[src/emb_defines.svh]
// Offsets, field positions, reset values and timing counts of the external bus controller.
// Assumes inclusion by emb_ctrl.sv by bare name; emb_pkg.sv does not include it.
`ifndef EMB_DEFINES_SVH
`define EMB_DEFINES_SVH
// -----------------------------------------------------------------------------
// Register map (byte addresses on the APB)
// -----------------------------------------------------------------------------
`define EMB_OFS_BUS_CTL 12'h000
`define EMB_OFS_PORT_G 12'h004
`define EMB_OFS_CFG 12'h008
`define EMB_OFS_STATUS 12'h00c
// -----------------------------------------------------------------------------
// Field positions
// -----------------------------------------------------------------------------
`define EMB_CTL_DIS_BIT 7
`define EMB_CTL_WAIT_HI 5
`define EMB_CTL_WAIT_LO 4
`define EMB_CTL_WM_HI 1
`define EMB_CTL_WM_LO 0
`define EMB_PG_PU_D 7
`define EMB_PG_PU_E 6
`define EMB_PG_PU_J 5
`define EMB_CFG_SHIFT 0
`define EMB_CFG_WAIT_EN 1
`define EMB_CFG_BW16 2
`define EMB_CFG_WID_HI 4
`define EMB_CFG_WID_LO 3
// -----------------------------------------------------------------------------
// Reset values and fixed figures
// -----------------------------------------------------------------------------
`define EMB_CTL_RST 8'h00
`define EMB_PG_RST 8'he0
`define EMB_CFG_RST 8'h04
`define EMB_CTL_MASK 8'hb3
`define EMB_ONCHIP_SIZE 21'h020000
`define EMB_WAIT_MAX 2'h3
`define EMB_SYNC_WAIT 2'h2
`define EMB_CLK_NS 25
`endif

[src/emb_pkg.sv]
// Types shared by the external bus controller.
// Assumes nothing from emb_defines.svh; it uses no macros and does not include it.
package emb_pkg;
	typedef enum logic [1:0] {
		EMB_MCU_ONLY = 2'b00,
		EMB_ADDR12 = 2'b01,
		EMB_ADDR16 = 2'b10,
		EMB_ADDR20 = 2'b11
	} emb_width_type;

	typedef enum logic [2:0] {
		EMB_IDLE = 3'b000,
		EMB_ADR = 3'b001,
		EMB_ACC = 3'b010,
		EMB_WAIT = 3'b011,
		EMB_DONE = 3'b100
	} emb_state_type;

	typedef struct packed {
		logic fetch;
		logic tbl_rd;
		logic tbl_wr;
		logic [20:0] table_pointer;
		logic [7:0] table_latch;
		logic external;
	} emb_req_type;

	typedef struct packed {
		logic [15:0] ad_out;
		logic [15:0] ad_oe;
		logic [3:0] a_hi;
		logic [3:0] a_hi_oe;
		logic ale;
		logic oe_n;
		logic ce_n;
		logic write_high_n;
		logic write_low_n;
		logic upper_byte_sel_n;
		logic lower_byte_sel_n;
		logic byte_addr_line;
	} emb_pins_type;

	typedef struct packed {
		logic [7:0] prdata;
		logic pready;
		logic pslverr;
		logic [7:0] bus_control_reg;
		logic [7:0] port_g_reg;
		logic [7:0] cfg;
		emb_state_type st;
		logic [1:0] wait_cnt;
		logic dis_pending;
		logic pins_bus;
		emb_req_type req;
		emb_pins_type pins;
		logic busy;
		logic [15:0] rd_word;
		logic done;
	} emb_state_all_type;
endpackage

[src/emb_ctrl.sv]
// External multiplexed memory bus controller: register file on APB, pin sequencing.
// Assumes a core that issues one fetch or table request at a time and waits for done.
//
// Overview of operation
// Without shifting, bus address equals the program counter unchanged.
// Shift set: subtract on-chip size so first external word is 0000h.
// 20-bit width drives byte address line as address LSB, 2 Mbyte reach.
// Upper and lower byte select outputs are provided.
// 8-bit data muxes only AD7..0; 16-bit data muxes all sixteen lines.
// Wait enable stretches each table access by the wait field after execution.
// Wait field 11 gives 0, 10 one, 01 two, 00 three cycles.
// Three cleared port-level bits enable pull-ups; upper address lines have none.
// Every reset disables all bus-pin pull-ups.
// Internal-only mode keeps pins as ports and ignores control writes.
// Extended mode gives pins bus function on every external access.
// Internal execution: disable bit 0 means bus, 1 means ports; access overrides.
// Disable set from external code waits for a branch into internal memory.
// Idle bus: AD tri-stated, strobes and selects high, latch enable and byte line low.
// Only pins of the configured address width are tri-stated; others stay I/O.
// Bus function has priority over any peripheral sharing the pins.
// 16-bit data selects byte write, word write or byte select by field.
// Write field 1x word write, 01 byte select, 00 byte write.
// 16-bit modes pulse latch enable with address, then output enable both bytes.
// Chip enable low on every external access, high throughout sleep.
// Flash uses byte line and port select; SRAM uses byte selects.
// Byte write drives the table latch on both bus halves.
// Byte write strobes high or low write line from table pointer LSB.
// Pointer LSB 1 strobes the high write line, 0 the low one.
//
// Local design decisions: the address map and register access over APB.
`timescale 1ns/1ps
`include "emb_defines.svh"
module emb_ctrl (
	input wire logic clk,
	input wire logic rst_b,
	input wire logic psel,
	input wire logic penable,
	input wire logic pwrite,
	input wire logic [11:0] paddr,
	input wire logic [31:0] pwdata,
	output logic [31:0] prdata,
	output logic pready,
	output logic pslverr,
	input wire emb_pkg::emb_req_type core_req,
	input wire logic [20:0] program_counter,
	input wire logic sleep_req,
	input wire logic [15:0] ad_in,
	output emb_pkg::emb_pins_type bus_pins,
	output logic [15:0] read_word,
	output logic core_done,
	output logic core_busy,
	output logic pins_are_bus,
	output logic pullup_ctl_port_d,
	output logic pullup_ctl_port_e,
	output logic pullup_ctl_port_j
);
	import emb_pkg::*;

	// -------------------------------------------------------------------------
	// State, pin synchronisers
	// -------------------------------------------------------------------------
	emb_state_all_type s_ff;
	emb_state_all_type nxt_s;
	logic [15:0] ad_meta_ff;
	logic [15:0] ad_sync_ff;
	logic sleep_meta_ff;
	logic sleep_sync_ff;

	// Bus pins come from outside the clock domain, so two flops before use.
	always_ff @(posedge clk) begin
		if (!rst_b) begin
			ad_meta_ff <= 16'h0000;
			ad_sync_ff <= 16'h0000;
			sleep_meta_ff <= 1'b0;
			sleep_sync_ff <= 1'b0;
		end else begin
			ad_meta_ff <= ad_in;
			ad_sync_ff <= ad_meta_ff;
			sleep_meta_ff <= sleep_req;
			sleep_sync_ff <= sleep_meta_ff;
		end
	end

	// -------------------------------------------------------------------------
	// Derived configuration
	// -------------------------------------------------------------------------
	emb_width_type width;
	logic mcu_only;
	logic bw16;
	logic [1:0] wm;
	logic [1:0] wait_cycles;
	logic [20:0] bus_addr;
	logic [15:0] idle_oe;
	logic [3:0] idle_hi_oe;
	logic apb_acc;
	emb_pins_type idle_pins;

	always_comb begin
		width = emb_width_type'(s_ff.cfg[`EMB_CFG_WID_HI:`EMB_CFG_WID_LO]);
		mcu_only = (width == EMB_MCU_ONLY);
		bw16 = s_ff.cfg[`EMB_CFG_BW16];
		wm = s_ff.bus_control_reg[`EMB_CTL_WM_HI:`EMB_CTL_WM_LO];
		// Field counts down: 11 is none, 00 is the full three cycles.
		wait_cycles = `EMB_WAIT_MAX - s_ff.bus_control_reg[`EMB_CTL_WAIT_HI:`EMB_CTL_WAIT_LO];
		if (!s_ff.cfg[`EMB_CFG_WAIT_EN]) begin
			wait_cycles = 2'h0;
		end
		if (s_ff.cfg[`EMB_CFG_SHIFT]) begin
			bus_addr = program_counter - `EMB_ONCHIP_SIZE;
		end else begin
			bus_addr = program_counter;
		end
		// Only lines of the configured width are owned by the bus.
		case (width)
			EMB_ADDR12: begin
				idle_oe = 16'h0fff;
				idle_hi_oe = 4'h0;
			end
			EMB_ADDR16: begin
				idle_oe = 16'hffff;
				idle_hi_oe = 4'h0;
			end
			EMB_ADDR20: begin
				idle_oe = 16'hffff;
				idle_hi_oe = 4'hf;
			end
			default: begin
				idle_oe = 16'h0000;
				idle_hi_oe = 4'h0;
			end
		endcase
		// Idle levels: every strobe high, latch and byte line low, AD released.
		idle_pins = '0;
		idle_pins.oe_n = 1'b1;
		idle_pins.ce_n = 1'b1;
		idle_pins.write_high_n = 1'b1;
		idle_pins.write_low_n = 1'b1;
		idle_pins.upper_byte_sel_n = 1'b1;
		idle_pins.lower_byte_sel_n = 1'b1;
		apb_acc = psel && penable && !s_ff.pready;
	end

	// -------------------------------------------------------------------------
	// Next state
	// -------------------------------------------------------------------------
	always_comb begin
		nxt_s = s_ff;
		nxt_s.pready = 1'b0;
		nxt_s.pslverr = 1'b0;
		nxt_s.done = 1'b0;

		// APB slave: one wait cycle, then pready with data; unmapped reads zero.
		if (apb_acc) begin
			nxt_s.pready = 1'b1;
			nxt_s.prdata = 8'h00;
			case (paddr)
				`EMB_OFS_BUS_CTL: begin
					nxt_s.prdata = s_ff.bus_control_reg;
					if (pwrite && !mcu_only) begin
						nxt_s.bus_control_reg = pwdata[7:0] & `EMB_CTL_MASK;
					end
				end
				`EMB_OFS_PORT_G: begin
					nxt_s.prdata = s_ff.port_g_reg;
					if (pwrite) begin
						nxt_s.port_g_reg = pwdata[7:0];
					end
				end
				`EMB_OFS_CFG: begin
					nxt_s.prdata = s_ff.cfg;
					if (pwrite) begin
						nxt_s.cfg = pwdata[7:0];
					end
				end
				`EMB_OFS_STATUS: begin
					nxt_s.prdata = {5'h00, s_ff.dis_pending, s_ff.busy, s_ff.pins_bus};
				end
				default: begin
					nxt_s.pslverr = 1'b1;
				end
			endcase
		end

		// Pin ownership from the mode, the disable bit and any running external access.
		if (mcu_only) begin
			nxt_s.pins_bus = 1'b0;
			nxt_s.dis_pending = 1'b0;
		end else if (!s_ff.bus_control_reg[`EMB_CTL_DIS_BIT]) begin
			nxt_s.pins_bus = 1'b1;
			nxt_s.dis_pending = 1'b0;
		end else if (s_ff.req.external && s_ff.busy) begin
			nxt_s.pins_bus = 1'b1;
			nxt_s.dis_pending = 1'b1;
		end else if (s_ff.dis_pending && !(core_req.fetch && !core_req.external)) begin
			nxt_s.pins_bus = 1'b1;
		end else begin
			nxt_s.pins_bus = 1'b0;
			nxt_s.dis_pending = 1'b0;
		end

		case (s_ff.st)
			EMB_IDLE: begin
				nxt_s.pins = idle_pins;
				nxt_s.pins.ad_oe = 16'h0000;
				nxt_s.pins.a_hi_oe = 4'h0;
				nxt_s.busy = 1'b0;
				// The done cycle refuses requests, since the core only drops its level then.
				if ((core_req.fetch || core_req.tbl_rd || core_req.tbl_wr) && !sleep_sync_ff
					&& !s_ff.done) begin
					nxt_s.req = core_req;
					nxt_s.busy = 1'b1;
					if (core_req.external && !mcu_only) begin
						nxt_s.pins_bus = 1'b1;
						nxt_s.st = EMB_ADR;
						nxt_s.pins.ce_n = 1'b0;
						nxt_s.pins.ale = 1'b1;
						nxt_s.pins.ad_out = bus_addr[16:1];
						nxt_s.pins.a_hi = bus_addr[20:17];
						// Byte line is the LSB in wide address, making 21 bits.
						nxt_s.pins.byte_addr_line = (width == EMB_ADDR20) & bus_addr[0];
						// Bus owns its pins outright over any sharing peripheral.
						nxt_s.pins.ad_oe = idle_oe;
						nxt_s.pins.a_hi_oe = idle_hi_oe;
					end else begin
						nxt_s.st = EMB_DONE;
					end
				end
			end
			EMB_ADR: begin
				nxt_s.pins.ale = 1'b0;
				nxt_s.st = EMB_ACC;
				nxt_s.wait_cnt = `EMB_SYNC_WAIT;
				if (s_ff.req.tbl_wr) begin
					// Byte-wide data is copied onto both halves in 16-bit mode; 8-bit keeps the address byte on AD15..8.
					nxt_s.pins.ad_out = {s_ff.req.table_latch, s_ff.req.table_latch};
					if (!bw16) begin
						nxt_s.pins.ad_out[15:8] = s_ff.pins.ad_out[15:8];
						nxt_s.pins.write_low_n = 1'b0;
					end else if (wm == 2'b00) begin
						// Pointer LSB picks the strobe.
						nxt_s.pins.write_high_n = !s_ff.req.table_pointer[0];
						nxt_s.pins.write_low_n = s_ff.req.table_pointer[0];
					end else if (wm == 2'b01) begin
						nxt_s.pins.write_high_n = 1'b0;
						nxt_s.pins.upper_byte_sel_n = !s_ff.req.table_pointer[0];
						nxt_s.pins.lower_byte_sel_n = s_ff.req.table_pointer[0];
						nxt_s.pins.byte_addr_line = s_ff.req.table_pointer[0];
					end else begin
						nxt_s.pins.write_high_n = 1'b0;
						nxt_s.pins.upper_byte_sel_n = 1'b0;
						nxt_s.pins.lower_byte_sel_n = 1'b0;
					end
				end else begin
					// Reads release the data lines; 16-bit enables both bytes at once, 8-bit only the lower.
					nxt_s.pins.ad_oe = bw16 ? 16'h0000 : (idle_oe & 16'hff00);
					nxt_s.pins.oe_n = 1'b0;
					nxt_s.pins.upper_byte_sel_n = !bw16;
					nxt_s.pins.lower_byte_sel_n = 1'b0;
				end
			end
			EMB_ACC: begin
				// Read data needs two extra cycles to cross the pin synchroniser.
				if (s_ff.wait_cnt != 2'h0) begin
					nxt_s.wait_cnt = s_ff.wait_cnt - 2'h1;
				end else begin
					nxt_s.rd_word = bw16 ? ad_sync_ff : {8'h00, ad_sync_ff[7:0]};
					if ((s_ff.req.tbl_rd || s_ff.req.tbl_wr) && wait_cycles != 2'h0) begin
						nxt_s.wait_cnt = wait_cycles;
						nxt_s.st = EMB_WAIT;
					end else begin
						nxt_s.st = EMB_DONE;
					end
				end
			end
			EMB_WAIT: begin
				nxt_s.wait_cnt = s_ff.wait_cnt - 2'h1;
				if (s_ff.wait_cnt == 2'h1) begin
					nxt_s.st = EMB_DONE;
				end
			end
			EMB_DONE: begin
				nxt_s.pins = idle_pins;
				nxt_s.pins.ad_oe = 16'h0000;
				nxt_s.pins.a_hi_oe = 4'h0;
				nxt_s.done = 1'b1;
				nxt_s.busy = 1'b0;
				nxt_s.st = EMB_IDLE;
			end
			default: begin
				nxt_s.st = EMB_IDLE;
			end
		endcase

		// Sleep forces chip enable and byte selects high.
		if (sleep_sync_ff) begin
			nxt_s.pins.ce_n = 1'b1;
			nxt_s.pins.upper_byte_sel_n = 1'b1;
			nxt_s.pins.lower_byte_sel_n = 1'b1;
		end
	end

	always_ff @(posedge clk) begin
		if (!rst_b) begin
			s_ff <= '0;
			s_ff.bus_control_reg <= `EMB_CTL_RST;
			s_ff.port_g_reg <= `EMB_PG_RST;
			s_ff.cfg <= `EMB_CFG_RST;
			s_ff.pins.oe_n <= 1'b1;
			s_ff.pins.ce_n <= 1'b1;
			s_ff.pins.write_high_n <= 1'b1;
			s_ff.pins.write_low_n <= 1'b1;
			s_ff.pins.upper_byte_sel_n <= 1'b1;
			s_ff.pins.lower_byte_sel_n <= 1'b1;
		end else begin
			s_ff <= nxt_s;
		end
	end

	// -------------------------------------------------------------------------
	// Outputs, all straight from flops
	// -------------------------------------------------------------------------
	assign prdata = {24'h000000, s_ff.prdata};
	assign pready = s_ff.pready;
	assign pslverr = s_ff.pslverr;
	assign bus_pins = s_ff.pins;
	assign read_word = s_ff.rd_word;
	assign core_done = s_ff.done;
	assign core_busy = s_ff.busy;
	assign pins_are_bus = s_ff.pins_bus;
	// A cleared bit enables pull-ups; A19..16 have none at all.
	assign pullup_ctl_port_d = s_ff.port_g_reg[`EMB_PG_PU_D];
	assign pullup_ctl_port_e = s_ff.port_g_reg[`EMB_PG_PU_E];
	assign pullup_ctl_port_j = s_ff.port_g_reg[`EMB_PG_PU_J];
endmodule

[config.mk]
export PLATFORM = sky130hd
export DESIGN_NAME = emb_ctrl
export DESIGN_NICKNAME = d
export VERILOG_FILES = /design/src/emb_pkg.sv /design/src/emb_ctrl.sv
export VERILOG_INCLUDE_DIRS = /design/src
export SDC_FILE = /design/constraint.sdc
export NUM_CORES = 1
export LEC_CHECK = 0
export BUFFER_PORTS_ARGS = -buffer_cell sky130_fd_sc_hd__buf_2
export CAP_MARGIN = 20
export CORE_ASPECT_RATIO = 0.75
export CORE_MARGIN = 1.5
export CORE_UTILIZATION = 53
export CTS_CLUSTER_SIZE = 25
export DETAILED_ROUTE_END_ITERATION = 10
export PLACE_DENSITY = 0.85
export SYNTH_ARGS = -nofsm -noshare
export SYNTH_HDL_FRONTEND = slang
export SYNTH_SLANG_ARGS = --single-unit
[constraint.sdc]
create_clock -name clk -period 4 [get_ports clk]
set_input_delay 0.4 -clock clk [delete_from_list [all_inputs] [get_ports clk]]
set_output_delay 0.4 -clock clk [all_outputs]
set_load 0.005 [all_outputs]
==> flow_summary.toml <==
[die]
io-pin-count = 224
die_w_um = 125.3
core-area_um2 = 10940
start_util = 0.5429
rows = 33
die-area_um2 = 11860
fp.dieH_um = 94.69

[power_and_ir_drop]
power.leakage_nw = 2.887
ir_worst_vdd_v = 0.0003053
power_mw = 3.165
powerDensity_nw_per_um2 = 466.8

[logic_synthesis]
syn_area_um2 = 5941
synth_xor_area_frac = 0.005897
ys.flop_type = "dfxtp_1"
synth_top_area_frac = 0.4516
synth_fa_ha_area_frac = 0.006318
ys_top_cells_by_area = "dfxtp_1 45%, buf_4 12%, nand2_1 5.2%"
yosysWarnings = 0
avgSynthCellArea_um2 = 8.987
async_flop_share = 0
syn-instance-count = 661
yosysMostFrequentCell = "dfxtp_1"
synth-seq-cells = 134
synth_mux_area_frac = 0.04655
synth_common_cells = "134 x dfxtp_1, 97 x buf_4, 82 x nand2_1"
synth_top_family_by_area = "simple AND/OR/NAND/NOR gates"
synth_largest_area_cell = "dfxtp_1"
synth_compound_area_frac = 0.1582
ys_seq_area_frac = 0.4516
synth-simple-area-share = 0.1782
synth-edff-count = 0
synth_cell_types = 59

[sta]
worstMarginPinSlew_ns = 0.9183
period_needed_ns = 2.084
relSlewSlack = 0.3878
hold_violations = 0
finalCritPeriodShare = 0.5209
rsz0062_at_grt = "no"
tns_ns = 0
worst_slack_ns = 1.916
slew_violations = 0
setup_viol = 0
fmax_mhz = 479.9
finalClockSkew_ns = 0.01105

[routing]
drt_pre_antenna_iters = 6
drc = 0
ant_nets = 0
num_vias = 4707
wl_per_cell_um = 15.28
vias_per_cell = 5.325
drt_wl_total_mm = 13.51
dr.first_iter.drc_count = 394

[critical_path]
cpMaxStageDelayCell = "and3b_1"
critical_path_class = "flip-flop to flip-flop"
critPathLaunchType = "flip-flop"
cp.required_ns = 4.30
end_kind = "flip-flop"
cp_cell_sequence = "nor2b_1, and3b_1, nand3_1, o2111a_1"
crit_fanout = 17
cp.arrival_ns = 2.38
reg2reg_slack_ns = 1.92
reg2reg_to = "s_ff[102]"
r2r_start = "s_ff[104]"
critPathBufInv = 0
cp_top_family = "simple AND/OR/NAND/NOR gates"
r2r_cells = 4
cpPeakStageDelay_ns = 0.64

[global_routing]
grt_pass1_vias = 4522
grt_max_degree = 107
grt_use_total = 0.2324
grt_remaining_overflow = 0
grt_pass1_wl_mm = 21.46
antenna_found_initial = 0

[finish]
drive_above_1_share = 0.2796
final_cells = 884
fillers = 890
area_delta_synth_final_pct = 14.13
n_antenna_cell = 0
fin_nets = 854

[clocking]
clk_latency_ns = 0.42
ctsHoldBuffers = 0
clk_pin_slew_ns = 0.06
cts_tree = "yes"
h-tree-depth = 4
cts_buffers = 17
cts-root-buf = "clkbuf_16"
ctsResizeCount = 0
clock_sinks = 134
post-cts-setup-buffers = 0
ctsLongestPathBuffers = 2

[place]
io_buffers = 155
dp_hpwl_mm = 9.458
routabilityCongestion = 0.8246
pre_cts_slack_ns = 1.487
dpl.cell_count = 849

[job]
cap_violations = 0

[run_status]
status = "finished clean"

[min_path]
hold_class = "input port to flip-flop"
hold_path_end = "ad_meta_ff[9]"
hold_depth = 2
min_from = "ad_in[9]"
worst register-to-register path, cell delays in order, from the launching register on:
cell,delay [ns]
dfxtp_1,0.61
nor2b_1,0.35
and3b_1,0.64
nand3_1,0.18
o2111a_1,0.19
routing by layer:
metal	track usage	wire length, µm	vias up
li1	-	-	2283
met1	0.2577	5373	2180
met3	0.07252	1103	32
met4	0.1354	368	0
met2	0.4003	6662	212
met5	0	0	-
worst max path at each step:
stage / slack (ns) / to / startpoint / cells after the start
6_report: 1.92 / s_ff[102] / s_ff[104] / 4
3_3_place_gp: 1.55 / bus_pins[0] / s_ff[105] / 4
2_1_floorplan: 2.37 / s_ff[114] / paddr[9] / 5
5_1_grt: 1.74 / bus_pins[0] / bw16 / 4
4_1_cts: 1.46 / bus_pins[0] / s_ff[105] / 4
3_5_place_dp: 1.49 / bus_pins[0] / s_ff[105] / 4
metrics by stage:
step	hold WS, ns	util	instance area (µm²)
2_1_floorplan	0.4119	-	6027
3_3_place_gp	0.4164	0.5601	6128
3_5_place_dp	0.4181	0.5601	6128
4_1_cts	0.1724	0.6169	6750
5_1_grt	0.1834	0.6197	6780
6_report	0.1857	0.6197	6780
sequential cells by signal (all words and copies together), names as in the netlist, 8 cells and up:
signal and cells:
prdata 8, ad_meta_ff 16, read_word 16, bus_pins 32
ad_sync_ff 16, s_ff 35
power by group:
part           leakage (nW)  internal [mW]  switching [mW]  total (mW)
Sequential             1.09           1.37          0.0234        1.39
Clock                 0.305           1.05           0.573        1.63
Combinational          1.49         0.0642          0.0853       0.150
layout by cell type, fill, tap and decap left out, types with 3 or more instances in the layout:
cell | Yosys | layout
buf_2 | 11 | 155
dfxtp_1 | 134 | 134
nand2_1 | 82 | 82
o21ai_0 | 48 | 48
a21oi_1 | 47 | 47
and2_1 | 37 | 37
conb_1 | 1 | 24
mux2i_1 | 22 | 22
nand3_1 | 21 | 21
a22oi_1 | 20 | 20
nor2_1 | 19 | 19
clkbuf_16 | 0 | 17
nand2b_1 | 8 | 8
nor2b_1 | 8 | 8
inv_1 | 7 | 7
a22o_1 | 6 | 6
clkinv_2 | 0 | 6
nand3b_1 | 4 | 4
o41a_1 | 4 | 4
bufinv_16 | 0 | 4
buf_4 | 97 | 4
o31ai_1 | 3 | 3
xor2_1 | 3 | 3
and3_1 | 3 | 3
ha_1 | 3 | 3
kinds of logic (layout without fill, tap and decap cells):
group,after synthesis,after routing
compound gates,149,149
xor+xnor,4,4
fa+ha+maj,3,3
buf+inv,141,201
flops,134,134
mux,25,25
other cells,1,24
simple gates,204,204
final cells by class:
class	instances	area (µm²)	share of cell area
flip-flops and latches	134	2683	0.3956
multi-input cells	409	2442	0.3602
repair buffers	161	828.3	0.1222
clock buffers	18	439.2	0.06477
clock inverters	14	182.7	0.02694
well taps	140	175.2	0.02584
inverters	8	30.03	0.004429
No activity file was read; power rests on OpenSTA's default activity.
